$ cat src/inc/eec_params.svh
`ifndef EEC_PARAMS_SVH
`define EEC_PARAMS_SVH

// Register placement and field positions of the configuration register.
`define EEC_REG_OFFSET    8'h00
`define EEC_VALID_BIT     15
`define EEC_LOAD_BIT      14
`define EEC_RESV_HI       13
`define EEC_RESV_LO       5
`define EEC_ENABLE_BIT    4
`define EEC_SBUSY_BIT     3
`define EEC_CS_BIT        2
`define EEC_SCLK_BIT      1
`define EEC_DATA_BIT      0

// Control reset value and good checksum value.
`define EEC_CTRL_RESET    5'h00
`define EEC_CKSUM_GOOD    8'hff

// Serial read command: start bit, read opcode, word address zero.
`define EEC_READ_CMD      9'h180
`define EEC_CMD_BITS      9
`define EEC_WORDS         64

// Timing: whole load time and system clock period, both in ns.
`define EEC_LOAD_TIME_NS  1400000
`define EEC_CLK_PERIOD_NS 4
`define EEC_PROBE_CYCLES  8
`define EEC_HALF_CYCLES   (`EEC_LOAD_TIME_NS / (2 * `EEC_CLK_PERIOD_NS * \
                           (`EEC_CMD_BITS + 16 * `EEC_WORDS)))

`endif

$ cat src/inc/eec_pkg.sv
package eec_pkg;

   // Load sequencer states, Gray coded along idle, probe, shift, done.
   typedef enum logic [2:0] {
      EEC_IDLE  = 3'h0,
      EEC_PROBE = 3'h1,
      EEC_SHIFT = 3'h3,
      EEC_DONE  = 3'h2
   } eec_state_t;

   // Software controlled bits 4 down to 0 of the configuration register.
   typedef struct packed {
      logic enable;
      logic shiftBusy;
      logic chipSel;
      logic shiftClk;
      logic dataIn;
   } eec_ctrl_t;

   // Everything the block drives toward the serial memory.
   typedef struct packed {
      logic       chipSel;
      logic [2:0] extOut;
      logic [2:0] extOe;
      logic       sbOut;
      logic       sbOe;
   } eec_pins_t;

endpackage

$ cat src/design/eec_config_control.sv
`timescale 1ns/100ps
`default_nettype none
`include "eec_params.svh"

module eec_config_control #(
   parameter int ADDR_W      = 8,
   parameter int WORDS       = `EEC_WORDS,
   parameter int HALF_CYCLES = `EEC_HALF_CYCLES
) (
   // Clock and reset.
   input  wire logic                     clk,
   input  wire logic                     reset,
   // Register port.
   input  wire logic [ADDR_W-1:0]        regAddr,
   input  wire logic [15:0]              regWrData,
   input  wire logic                     regWrite,
   input  wire logic                     regRead,
   output logic      [15:0]              regRdData,
   // External data port, low three bits: shift clock, data in, data out.
   input  wire logic [2:0]               extDataIn,
   output logic      [2:0]               extDataOut,
   output logic      [2:0]               extDataOe,
   // Serial memory chip select.
   output logic                          romChipSelect,
   // Shift-busy pin.
   input  wire logic                     shiftBusyIn,
   output logic                          shiftBusyOut,
   output logic                          shiftBusyOe,
   // Load status and loaded configuration words.
   output logic                          loadBusy,
   input  wire logic [$clog2(WORDS)-1:0] cfgAddr,
   output logic      [15:0]              cfgData
);

   localparam int TOTAL_BITS = `EEC_CMD_BITS + 16 * WORDS;
   localparam int WAW        = $clog2(WORDS);

   eec_pkg::eec_state_t state_reg, state_next;
   eec_pkg::eec_ctrl_t  ctrl_reg, ctrl_next;
   eec_pkg::eec_pins_t  pins_reg, pins_next;
   logic [1:0]          syncA_reg, syncB_reg;
   logic [15:0]         halfCnt_reg;
   logic [15:0]         bitCnt_reg;
   logic [3:0]          probeCnt_reg;
   logic                phase_reg;
   logic [15:0]         shiftWord_reg;
   logic [7:0]          sum_reg;
   logic [WAW-1:0]      wordIdx_reg;
   logic                present_reg;
   logic                valid_reg;
   logic                loadCmd_reg;
   logic [15:0]         rdData_reg;
   logic                loadBusy_reg;
   logic                wrAccept, rdAccept, startLoad;
   logic                bitDone, wordDone, lastBit;
   logic                loadDi, syncDo, syncSb;
   logic [15:0]         dataIdx;
   logic [15:0]         wordNow;

   // Address decode shared by the read and write paths.
   function automatic logic regHit(input logic [ADDR_W-1:0] addr);
      regHit = (addr == ADDR_W'(`EEC_REG_OFFSET));
   endfunction

   // Accesses only count while no load runs.
   assign wrAccept  = regWrite && regHit(regAddr) && (state_reg == eec_pkg::EEC_IDLE);
   assign rdAccept  = regRead && regHit(regAddr) && (state_reg == eec_pkg::EEC_IDLE);
   assign startLoad = wrAccept && regWrData[`EEC_LOAD_BIT];
   assign syncDo    = syncB_reg[0];
   assign syncSb    = syncB_reg[1];

   // Two-stage synchronisers for the memory data output and shift-busy pin.
   always_ff @(posedge clk or posedge reset) begin
      if (reset) begin
         syncA_reg <= 2'h0;
         syncB_reg <= 2'h0;
      end else begin
         syncA_reg <= {shiftBusyIn, extDataIn[2]};
         syncB_reg <= syncA_reg;
      end
   end

   // Software control bits; reserved bits are dropped on write.
   always_comb begin
      ctrl_next = ctrl_reg;
      if (wrAccept) begin
         ctrl_next = eec_pkg::eec_ctrl_t'(regWrData[`EEC_ENABLE_BIT:0]);
      end
   end

   always_ff @(posedge clk or posedge reset) begin
      if (reset) begin
         ctrl_reg <= eec_pkg::eec_ctrl_t'(`EEC_CTRL_RESET);
      end else begin
         ctrl_reg <= ctrl_next;
      end
   end

   // Serial bit timing during the automatic load.
   assign bitDone  = (state_reg == eec_pkg::EEC_SHIFT) && phase_reg &&
                     (halfCnt_reg == 16'(HALF_CYCLES - 1));
   assign lastBit  = (bitCnt_reg == 16'(TOTAL_BITS - 1));
   assign dataIdx  = bitCnt_reg - 16'(`EEC_CMD_BITS);
   assign wordDone = bitDone && (bitCnt_reg >= 16'(`EEC_CMD_BITS)) && (dataIdx[3:0] == 4'hf);
   assign wordNow  = {shiftWord_reg[14:0], syncDo};
   assign loadDi   = (bitCnt_reg < 16'(`EEC_CMD_BITS)) ?
                     1'(`EEC_READ_CMD >> (4'(`EEC_CMD_BITS - 1) - bitCnt_reg[3:0])) : 1'b0;

   // Load sequencer next state.
   always_comb begin
      state_next = state_reg;
      case (state_reg)
         eec_pkg::EEC_IDLE: begin
            if (startLoad) begin
               state_next = eec_pkg::EEC_PROBE;
            end
         end
         eec_pkg::EEC_PROBE: begin
            if (probeCnt_reg == 4'(`EEC_PROBE_CYCLES - 1)) begin
               state_next = syncSb ? eec_pkg::EEC_SHIFT : eec_pkg::EEC_DONE;
            end
         end
         eec_pkg::EEC_SHIFT: begin
            if (bitDone && lastBit) begin
               state_next = eec_pkg::EEC_DONE;
            end
         end
         eec_pkg::EEC_DONE: begin
            state_next = eec_pkg::EEC_IDLE;
         end
         default: begin
            state_next = eec_pkg::EEC_IDLE;
         end
      endcase
   end

   always_ff @(posedge clk or posedge reset) begin
      if (reset) begin
         state_reg    <= eec_pkg::EEC_IDLE;
         loadBusy_reg <= 1'b0;
      end else begin
         state_reg    <= state_next;
         loadBusy_reg <= (state_next != eec_pkg::EEC_IDLE);
      end
   end

   // Probe window: the shift-busy pin is released and then sampled.
   always_ff @(posedge clk or posedge reset) begin
      if (reset) begin
         probeCnt_reg <= 4'h0;
         present_reg  <= 1'b0;
      end else if (state_reg == eec_pkg::EEC_PROBE) begin
         probeCnt_reg <= probeCnt_reg + 4'h1;
         present_reg  <= syncSb;
      end else begin
         probeCnt_reg <= 4'h0;
      end
   end

   // Half-period counter and generated shift clock level.
   always_ff @(posedge clk or posedge reset) begin
      if (reset) begin
         halfCnt_reg <= 16'h0;
         phase_reg   <= 1'b0;
      end else if (state_reg != eec_pkg::EEC_SHIFT) begin
         halfCnt_reg <= 16'h0;
         phase_reg   <= 1'b0;
      end else if (halfCnt_reg == 16'(HALF_CYCLES - 1)) begin
         halfCnt_reg <= 16'h0;
         phase_reg   <= ~phase_reg;
      end else begin
         halfCnt_reg <= halfCnt_reg + 16'h1;
      end
   end

   // Bit counter and word shifter; data is taken at the end of the high phase.
   always_ff @(posedge clk or posedge reset) begin
      if (reset) begin
         bitCnt_reg    <= 16'h0;
         shiftWord_reg <= 16'h0;
         wordIdx_reg   <= '0;
      end else if (state_reg == eec_pkg::EEC_PROBE) begin
         bitCnt_reg  <= 16'h0;
         wordIdx_reg <= '0;
      end else if (bitDone) begin
         bitCnt_reg    <= bitCnt_reg + 16'h1;
         shiftWord_reg <= wordNow;
         if (wordDone) begin
            wordIdx_reg <= wordIdx_reg + WAW'(1);
         end
      end
   end

   // Checksum over both bytes of every captured word, modulo 256.
   always_ff @(posedge clk or posedge reset) begin
      if (reset) begin
         sum_reg <= 8'h00;
      end else if (startLoad) begin
         sum_reg <= 8'h00;
      end else if (wordDone) begin
         sum_reg <= sum_reg + wordNow[15:8] + wordNow[7:0];
      end
   end

   // Valid flag is cleared at start and settled when the load completes.
   always_ff @(posedge clk or posedge reset) begin
      if (reset) begin
         valid_reg <= 1'b0;
      end else if (startLoad) begin
         valid_reg <= 1'b0;
      end else if (state_reg == eec_pkg::EEC_DONE) begin
         valid_reg <= present_reg && (sum_reg == `EEC_CKSUM_GOOD);
      end
   end

   // Load command bit stands until the sequencer finishes.
   always_ff @(posedge clk or posedge reset) begin
      if (reset) begin
         loadCmd_reg <= 1'b0;
      end else if (startLoad) begin
         loadCmd_reg <= 1'b1;
      end else if (state_reg == eec_pkg::EEC_DONE) begin
         loadCmd_reg <= 1'b0;
      end
   end

   // Pin drive: load sequencer, direct access, or released port.
   always_comb begin
      pins_next         = pins_reg;
      pins_next.sbOe    = 1'b1;
      if (state_next != eec_pkg::EEC_IDLE) begin
         pins_next.chipSel = (state_reg == eec_pkg::EEC_SHIFT);
         pins_next.extOut  = {1'b0, loadDi, phase_reg};
         pins_next.extOe   = 3'h3;
         pins_next.sbOe    = 1'b0;
      end else if (ctrl_next.enable) begin
         pins_next.chipSel = ctrl_next.chipSel;
         pins_next.extOut  = {1'b0, ctrl_next.dataIn, ctrl_next.shiftClk};
         pins_next.extOe   = 3'h3;
         pins_next.sbOut   = ctrl_next.shiftBusy;
      end else begin
         pins_next.chipSel = 1'b0;
         pins_next.extOut  = 3'h0;
         pins_next.extOe   = 3'h0;
      end
   end

   // The shift-busy level is held in sbOut whenever direct access is off.
   always_ff @(posedge clk or posedge reset) begin
      if (reset) begin
         pins_reg <= '0;
      end else begin
         pins_reg <= pins_next;
      end
   end

   // Register read, answered in the next cycle; reserved bits read zero.
   always_ff @(posedge clk or posedge reset) begin
      if (reset) begin
         rdData_reg <= 16'h0;
      end else if (rdAccept) begin
         rdData_reg <= {valid_reg, loadCmd_reg, 9'h000, ctrl_reg.enable, ctrl_reg.shiftBusy,
                        ctrl_reg.chipSel, ctrl_reg.shiftClk, syncDo};
      end else begin
         rdData_reg <= 16'h0;
      end
   end

   // Storage of the loaded configuration words.
   eec_cfg_mem #(
      .WIDTH (16),
      .DEPTH (WORDS)
   ) u_mem (
      .clk    (clk),
      .reset  (reset),
      .wrEn   (wordDone),
      .wrAddr (wordIdx_reg),
      .wrData (wordNow),
      .rdAddr (cfgAddr),
      .rdData (cfgData)
   );

   // Outputs straight from flip-flops.
   assign regRdData     = rdData_reg;
   assign extDataOut    = pins_reg.extOut;
   assign extDataOe     = pins_reg.extOe;
   assign romChipSelect = pins_reg.chipSel;
   assign shiftBusyOut  = pins_reg.sbOut;
   assign shiftBusyOe   = pins_reg.sbOe;
   assign loadBusy      = loadBusy_reg;

   // Cycle count of the shift phase of one load, only read by the checks below.
   logic [23:0] loadCycles_reg;
   localparam int SHIFT_CYCLES = 2 * HALF_CYCLES * TOTAL_BITS;

   always_ff @(posedge clk or posedge reset) begin
      if (reset) begin
         loadCycles_reg <= 24'h0;
      end else if (state_reg == eec_pkg::EEC_SHIFT) begin
         loadCycles_reg <= loadCycles_reg + 24'h1;
      end else if (state_reg == eec_pkg::EEC_IDLE) begin
         loadCycles_reg <= 24'h0;
      end
   end
endmodule
`default_nettype wire

$ cat src/design/eec_cfg_mem.sv
`timescale 1ns/100ps
`default_nettype none

// Holds the configuration words captured by the automatic load.
module eec_cfg_mem #(
   parameter int WIDTH = 16,
   parameter int DEPTH = 64,
   parameter int AW    = $clog2(DEPTH)
) (
   // Clock and reset.
   input  wire logic             clk,
   input  wire logic             reset,
   // Write port.
   input  wire logic             wrEn,
   input  wire logic [AW-1:0]    wrAddr,
   input  wire logic [WIDTH-1:0] wrData,
   // Read port, data one cycle after the address.
   input  wire logic [AW-1:0]    rdAddr,
   output logic      [WIDTH-1:0] rdData
);

   logic [WIDTH-1:0] mem [DEPTH];

   // Array write; the array itself carries no reset.
   always_ff @(posedge clk) begin
      if (wrEn) begin
         mem[wrAddr] <= wrData;
      end
   end

   // Registered read data.
   always_ff @(posedge clk or posedge reset) begin
      if (reset) begin
         rdData <= '0;
      end else begin
         rdData <= mem[rdAddr];
      end
   end

endmodule
`default_nettype wire

$ cat config.mk
export PLATFORM = sky130hd
export DESIGN_NAME = eec_config_control
export DESIGN_NICKNAME = d
export VERILOG_FILES = /design/src/inc/eec_pkg.sv /design/src/design/eec_config_control.sv /design/src/design/eec_cfg_mem.sv
export VERILOG_INCLUDE_DIRS = /design/src /design/src/inc
export SDC_FILE = /design/constraint.sdc
export NUM_CORES = 1
export LEC_CHECK = 0
export BUFFER_PORTS_ARGS = -buffer_cell sky130_fd_sc_hd__buf_2
export CELL_PAD_IN_SITES_DETAIL_PLACEMENT = 1
export CELL_PAD_IN_SITES_GLOBAL_PLACEMENT = 2
export CORE_MARGIN = 2
export CORE_UTILIZATION = 41
export DETAILED_ROUTE_END_ITERATION = 6
export GPL_TIMING_DRIVEN = 0
export PLACE_DENSITY = 0.8
export SLEW_MARGIN = 30
export SYNTH_ARGS = -nofsm -noshare
export SYNTH_HDL_FRONTEND = slang
export SYNTH_HIERARCHICAL = 1
export SYNTH_SLANG_ARGS = --single-unit
$ cat constraint.sdc
create_clock -name clk -period 5.68 [get_ports clk]
set_clock_uncertainty 0.1 [all_clocks]
set_input_delay 0.852 -clock clk [delete_from_list [all_inputs] [get_ports clk]]
set_output_delay 0.852 -clock clk [all_outputs]
set_load 0.02 [all_outputs]
==> results of run 1 <==
==> logic make-up (layout without fill, tap and decap cells) <==
| group | after synthesis | in the layout |
|---|---|---|
| DFF | 1135 | 1135 |
| AOI/OAI and AO/OA | 201 | 201 |
| muxes | 338 | 338 |
| adders and majority gates | 24 | 24 |
| xor gates and xnor gates | 25 | 25 |
| other | 1 | 14 |
| and+or+nand+nor | 421 | 421 |
| buffers and inverters | 153 | 477 |
==> cell type report <==
cell class | instances | area [um2] | share of cell area
tap | 1414 | 1770 | 0.0341
timing repair buffer | 114 | 1100 | 0.0212
clock inverter | 48 | 514 | 0.00992
clock buffer | 162 | 3170 | 0.0611
inverter | 22 | 87.6 | 0.00169
multi-input combinational | 1021 | 10700 | 0.207
antenna | 2 | 5.00 | 0.0000965
buffer | 131 | 872 | 0.0168
sequential | 1135 | 33600 | 0.648
==> final timing paths <==
| check | endpoint | slack (ns) | depth (start not counted) |
|---|---|---|---|
| max in group asynchronous | u_mem/rdData[8] | 4.61 | 2 |
| worst min register to register | syncB_reg[0] | 0.25 | 0 |
| worst min-delay path | shiftWord_reg[8] | 0.16 | 2 |
| worst max-delay path | u_mem/mem[30][11] | 0.65 | 11 |
| worst max register to register | u_mem/mem[30][11] | 0.65 | 11 |
| min in group clk | syncA_reg[0] | 0.17 | 1 |
==> critical path: cells and delay by family (launching register included) <==
kind / cells / cell delay [ns]
simple gates: 6 / 2.88
buf+inv: 3 / 0.87
flops: 1 / 0.49
fa+ha+maj: 1 / 0.19
compound gates: 1 / 0.18
==> layer usage <==
| metal | part of all wire | GRT usage | up-vias | wire, um |
|---|---|---|---|---|
| met5 | 0.000093 | 0 | - | 11 |
| met1 | 0.41 | 0.291 | 12900 | 48600 |
| met4 | 0.036 | 0.0765 | 2 | 4310 |
| met3 | 0.074 | 0.0402 | 225 | 8820 |
| li1 | - | - | 9816 | - |
| met2 | 0.48 | 0.345 | 987 | 57000 |
==> power by group <==
group	leakage [nW]	internal [mW]	total, mW	switching (mW)
logic	4.26	0.177	0.509	0.332
clock network	1.79	4.28	7.42	3.14
registers	8.57	9.00	9.01	0.0118
==> cells in the mapped netlist (13+ instances only) <==
master    instances  share of area
and2_1           14         0.0020
a211oi_1         14         0.0023
buf_4            25         0.0042
a221oi_1         23         0.0045
nor4_1           16         0.0022
mux2_2           18         0.0045
clkbuf_1         42         0.0035
nor2_1          111         0.0093
mux4_2          211           0.11
nand3_1          49         0.0055
and4_1           15         0.0029
dfrtp_1         111          0.062
mux2i_1          96          0.021
ha_1             16         0.0045
xnor2_1          13         0.0025
nor2b_1          39         0.0054
nor3_1           16         0.0018
nand4_1          14         0.0020
o21ai_0          20         0.0022
nand2_1         101         0.0084
edfxtp_1       1024           0.68
a21oi_1          23         0.0026
a311oi_1         14         0.0027
buf_2            33         0.0037
a22oi_1          57         0.0095
buf_6            15         0.0038
inv_1            22         0.0018
mux4_1           13         0.0076
==> per-stage QoR <==
stage / cell area, um2 / total power [mW]
floorplan: 44900 / 9.50
global placement: 47000 / 9.67
detailed placement: 48100 / 9.69
CTS: 51800 / 17.1
global route: 51800 / 17.4
finish: 51800 / 16.9
==> impl_metrics.tcl, run 1 <==
set metrics [dict create \
    synth_compound_area_frac 0.0328 \
    crit_required_ns 5.97 \
    clockBufferDepth 3 \
    io-pin-count 80 \
    grt_pass1_vias 25200 \
    drt_iter0_markers 2463 \
    synth_adder_area_share 0.00802 \
    first_pass_iters 5 \
    ys_types 61 \
    drive_above_1_share 0.258 \
    yosysSeqAreaShare 0.747 \
    ctsHoldBuffers 0 \
    num_vias 23900 \
    initial_core_util 0.413 \
    ir_drop_v 0.000257 \
    io_buffers 53 \
    dp_slack_ns 0.791 \
    finalHoldViolations 0 \
    htreeDepth 3 \
    relSlewSlack 0.272 \
    routed_wl_mm 119 \
    synth-xor-area-share 0.00488 \
    crit_type "register to register" \
    drtAntennaViolNets 0 \
    grt_setup_unrepaired "no" \
    period_share 0.885 \
    cp.arrival_ns 5.32 \
    ys_ff_latch 1135 \
    finalSetupTns_ns 0 \
    reg2reg_from "bitCnt_reg[0]" \
    finalSetupViolations 0 \
    n_fill_cell 10000 \
    die_h_um 335 \
    cts_buffers 113 \
    synth_ff_type "edfxtp_1" \
    drt-vias-per-instance 5.90 \
    final_cell_mix "edfxtp_1, mux4_2, clkbuf_16" \
    grt_pass1_wl_mm 175 \
    leakagePower_nw 14.6 \
    cp_slowest_cell "nor2_2" \
    num_rows 121 \
    critPathMaxFanout 11 \
    clock_insertion_delay_worst_skew_ns 0.71 \
    die_w_um 335 \
    grt_usage 0.214 \
    area_delta_synth_final_pct 15.4 \
    worstMarginPinSlew_ns 1.09 \
    cts_resized 0 \
    synth_area_per_cell_um2 19.5 \
    status "finished clean" \
    largest_register_ffs 1024 \
    crit_top_cell "nor2b_1" \
    power_per_cell_area_nw_per_um2 327 \
    synth_mux_area_frac 0.139 \
    fin_nets 2600 \
    critPathCaptureType "register" \
    final_core_utilization 0.477 \
    post-cts-setup-buffer-count 0 \
    synthSimpleGateAreaFrac 0.0471 \
    synth-async-reset-ratio 0.0978 \
    fin_ws_ns 0.653 \
    root_buffer "clkbuf_16" \
    startpoint "bitCnt_reg[0]" \
    period_minus_slack_ns 5.03 \
    grt_max_degree 68 \
    drcViolationCount 0 \
    final_common_cell "edfxtp_1" \
    fmax_mhz 199 \
    drv_slew 0 \
    synthCells 2298 \
    gr-total-overflow 0 \
    design.die.area_um2 112000 \
    cts_tree "built" \
    path_clk_slew_ns 0.06 \
    placed_cells 3836 \
    cp-start-kind "register" \
    holdCritPathClass "primary input to async pin" \
    synth_top_family_by_area "multiplexers" \
    cap_viol_max_count 0 \
    fp.coreArea_um2 109000 \
    final_cells 4049 \
    synth_warnings 6 \
    synth_edf_count 1024 \
    syn-cell-area_um2 44900 \
    antenna_found_initial 4 \
    path_cells "inv_1 > ha_1 > nor2b_1 > a31oi_1 > nor4_1 > and2_1 > clkbuf_1 > nor2b_1 > nand3_1 > nor2_2 > buf_6" \
    dp_hpwl_mm 79.2 \
    cts.sink_count 1135 \
    gp_congestion 0.954 \
    wl_per_cell_um 29.3 \
    cpPeakStageDelay_ns 0.87 \
    top_register "u_mem/mem" \
    whs_ns 0.163 \
]
No activity file was read; power rests on OpenSTA's default activity.
==> inputs of run 2 (changes only) <==
--- a/config.mk
+++ b/config.mk
@@ -8,2 +8,3 @@
 export LEC_CHECK = 0
+export ABC_AREA = 1
 export BUFFER_PORTS_ARGS = -buffer_cell sky130_fd_sc_hd__buf_2
@@ -15,3 +16,3 @@
 export GPL_TIMING_DRIVEN = 0
-export PLACE_DENSITY = 0.8
+export PLACE_DENSITY = 0.88
 export SLEW_MARGIN = 30
--- a/constraint.sdc
+++ b/constraint.sdc
@@ -4,2 +4,2 @@
 set_output_delay 0.852 -clock clk [all_outputs]
-set_load 0.02 [all_outputs]
+set_load 0.01 [all_outputs]
==> impl_metrics.tcl, run 2 <==
set metrics [dict create \
    yosysSeqAreaShare 0.711 \
    ir_drop_v 0.000244 \
    final_cell_mix "nand2_1, edfxtp_1, nand3_1" \
    drt_iter0_markers 3948 \
    clock_insertion_delay_worst_skew_ns 0.75 \
    drv_slew 0 \
    netlist_top_cells_area "edfxtp_1, nand2_1, nand3_1, dfrtp_1, buf_2" \
    worstMarginPinSlew_ns 1.07 \
    syn-cell-area_um2 47200 \
    post-cts-setup-buffer-count 0 \
    period_share 0.772 \
    cp-start-kind "register" \
    yosysTopAreaCellShare 0.652 \
    root_buffer "clkbuf_16" \
    die_h_um 343 \
    period_minus_slack_ns 4.38 \
    yosys-top-cells-count "nand2_1, edfxtp_1, nand3_1" \
    largest_register_ffs 1024 \
    reg2reg_to "u_mem/mem[3][3]" \
    cap_viol_max_count 0 \
    drive_above_1_share 0.133 \
    leakagePower_nw 19.8 \
    num_rows 124 \
    fin_ws_ns 1.30 \
    synth-async-reset-ratio 0.0978 \
    antenna_found_initial 9 \
    gp_congestion 0.953 \
    yosysTopAreaCell "edfxtp_1" \
    dp_hpwl_mm 113 \
    synth_ff_type "edfxtp_1" \
    cts.sink_count 1135 \
    design.die.area_um2 118000 \
    power_per_cell_area_nw_per_um2 326 \
    drtAntennaViolNets 0 \
    grt_pass1_vias 35100 \
    synth_warnings 6 \
    cpPeakStageDelay_ns 0.95 \
    cp_slowest_cell "nor2_2" \
    finalSetupViolations 0 \
    area_delta_synth_final_pct 16.0 \
    synth.most_common_cell "nand2_1" \
    drcViolationCount 0 \
    initial_core_util 0.413 \
    cp.arrival_ns 4.70 \
    path_clk_slew_ns 0.06 \
    grt_usage 0.279 \
    fp.coreArea_um2 114000 \
    crit_type "register to register" \
    fmax_mhz 228 \
    reg2reg_slack_ns 1.30 \
    placed_area_um2 50900 \
    ys_types 39 \
    path_cells "inv_1 > ha_1 > nand2_1 > nor2_1 > nand2_1 > nor2_4 > nand2_4 > nor2_2 > nand2_2 > inv_2 > clkbuf_1 > nand4_1 > nor2_2 > buf_6" \
    n_fill_cell 12100 \
    whs_ns 0.0504 \
    fin_nets 4431 \
    synth_area_per_cell_um2 11.5 \
    wl_per_cell_um 27.5 \
    gr-total-overflow 0 \
    relSlewSlack 0.287 \
    reg2reg_from "halfCnt_reg[0]" \
    cts_resized 0 \
    clockBufferDepth 3 \
    placed_cells 5762 \
    first_pass_iters 5 \
    finalHoldViolations 0 \
    finalInstanceArea_um2 54700 \
    synth_edf_count 1024 \
    cts_tree "built" \
    critPathMaxFanout 10 \
    reg2regPathDepth 14 \
    crit_required_ns 5.99 \
    grt_setup_unrepaired "no" \
    critPathCaptureType "register" \
    routed_wl_mm 164 \
    cts_buffers 117 \
    num_vias 34200 \
    drt-vias-per-instance 5.72 \
    grt_pass1_wl_mm 237 \
    htreeDepth 3 \
    top_register "u_mem/mem" \
    dp_slack_ns 1.39 \
    holdCritPathClass "primary input to async pin" \
    synthCells 4114 \
    path_delay_family "simple AND/OR/NAND/NOR gates" \
    critical_path_buf_inv_count 4 \
    die_w_um 343 \
    final_cells 5979 \
    io-pin-count 80 \
    grt_max_degree 58 \
    finalSetupTns_ns 0 \
    ys_ff_latch 1135 \
    final_common_cell "nand2_1" \
    status "finished clean" \
    ctsHoldBuffers 0 \
    io_buffers 52 \
]
run 2: worst max path at each step:
stage	start	to	slack [ns]	depth (start not counted)
global placement	halfCnt_reg[0]	u_mem/mem[49][8]	-0.83	13
CTS	halfCnt_reg[0]	u_mem/mem[3][1]	1.33	14
finish	halfCnt_reg[0]	u_mem/mem[3][3]	1.30	14
detailed placement	halfCnt_reg[0]	u_mem/mem[3][7]	1.39	14
global route	halfCnt_reg[0]	u_mem/mem[3][4]	1.08	14
floorplan	halfCnt_reg[0]	u_mem/mem[48][0]	1.68	13
run 2: logic make-up (layout without fill, tap and decap cells):
logic type / count (synthesis) / in the layout / synth area share
AND/OR/NAND/NOR: 2525 / 2525 / 0.229
flip-flops: 1135 / 1135 / 0.711
buffers and inverters: 338 / 679 / 0.0407
AO/OA/AOI/OAI: 68 / 68 / 0.00769
adder cells (fa/ha/maj): 24 / 24 / 0.00764
XOR/XNOR: 23 / 23 / 0.00427
other: 1 / 13 / 0.0000795
run 2: per-layer routing:
| metal | vias to the layer above | global-route usage | routed length, um |
|---|---|---|---|
| li1 | 14800 | - | - |
| met1 | 17300 | 0.367 | 63800 |
| met2 | 1673 | 0.450 | 76800 |
| met3 | 400 | 0.0492 | 14800 |
| met4 | 6 | 0.135 | 8980 |
| met5 | - | 0 | 38 |
run 2: worst reg2reg max path: stages, from the launching register on:
cell	delay, ns
dfrtp_1	0.40
inv_1	0.09
ha_1	0.15
nand2_1	0.05
nor2_1	0.09
nand2_1	0.10
nor2_4	0.18
nand2_4	0.10
nor2_2	0.13
nand2_2	0.08
inv_2	0.16
clkbuf_1	0.34
nand4_1	0.90
nor2_2	0.96
buf_6	0.25
run 2: through the flow:
| stage | power, mW | utilization |
|---|---|---|
| 2_1_floorplan | 9.82 | - |
| 3_3_place_gp | 10.2 | 0.432 |
| 3_5_place_dp | 10.3 | 0.446 |
| 4_1_cts | 17.9 | 0.479 |
| 5_1_grt | 18.3 | 0.479 |
| 6_report | 17.8 | 0.479 |
run 2: cell type report:
type	count	area, um2	share of cell area
plain buffers	249	1580	0.0288
flip-flops and latches	1135	33600	0.614
well taps	1512	1890	0.0346
clock buffers	153	3190	0.0582
multi-input cells	2652	12200	0.223
repair buffers	125	1280	0.0234
clock inverters	63	633	0.0116
inverters	89	347	0.00633
diodes	1	2.50	0.0000457
run 2: report_power, final:
group,internal (mW),leakage (nW),switching (mW)
Combinational,0.301,9.38,0.826
Clock,4.39,1.86,3.28
Sequential,9.00,8.59,0.0114
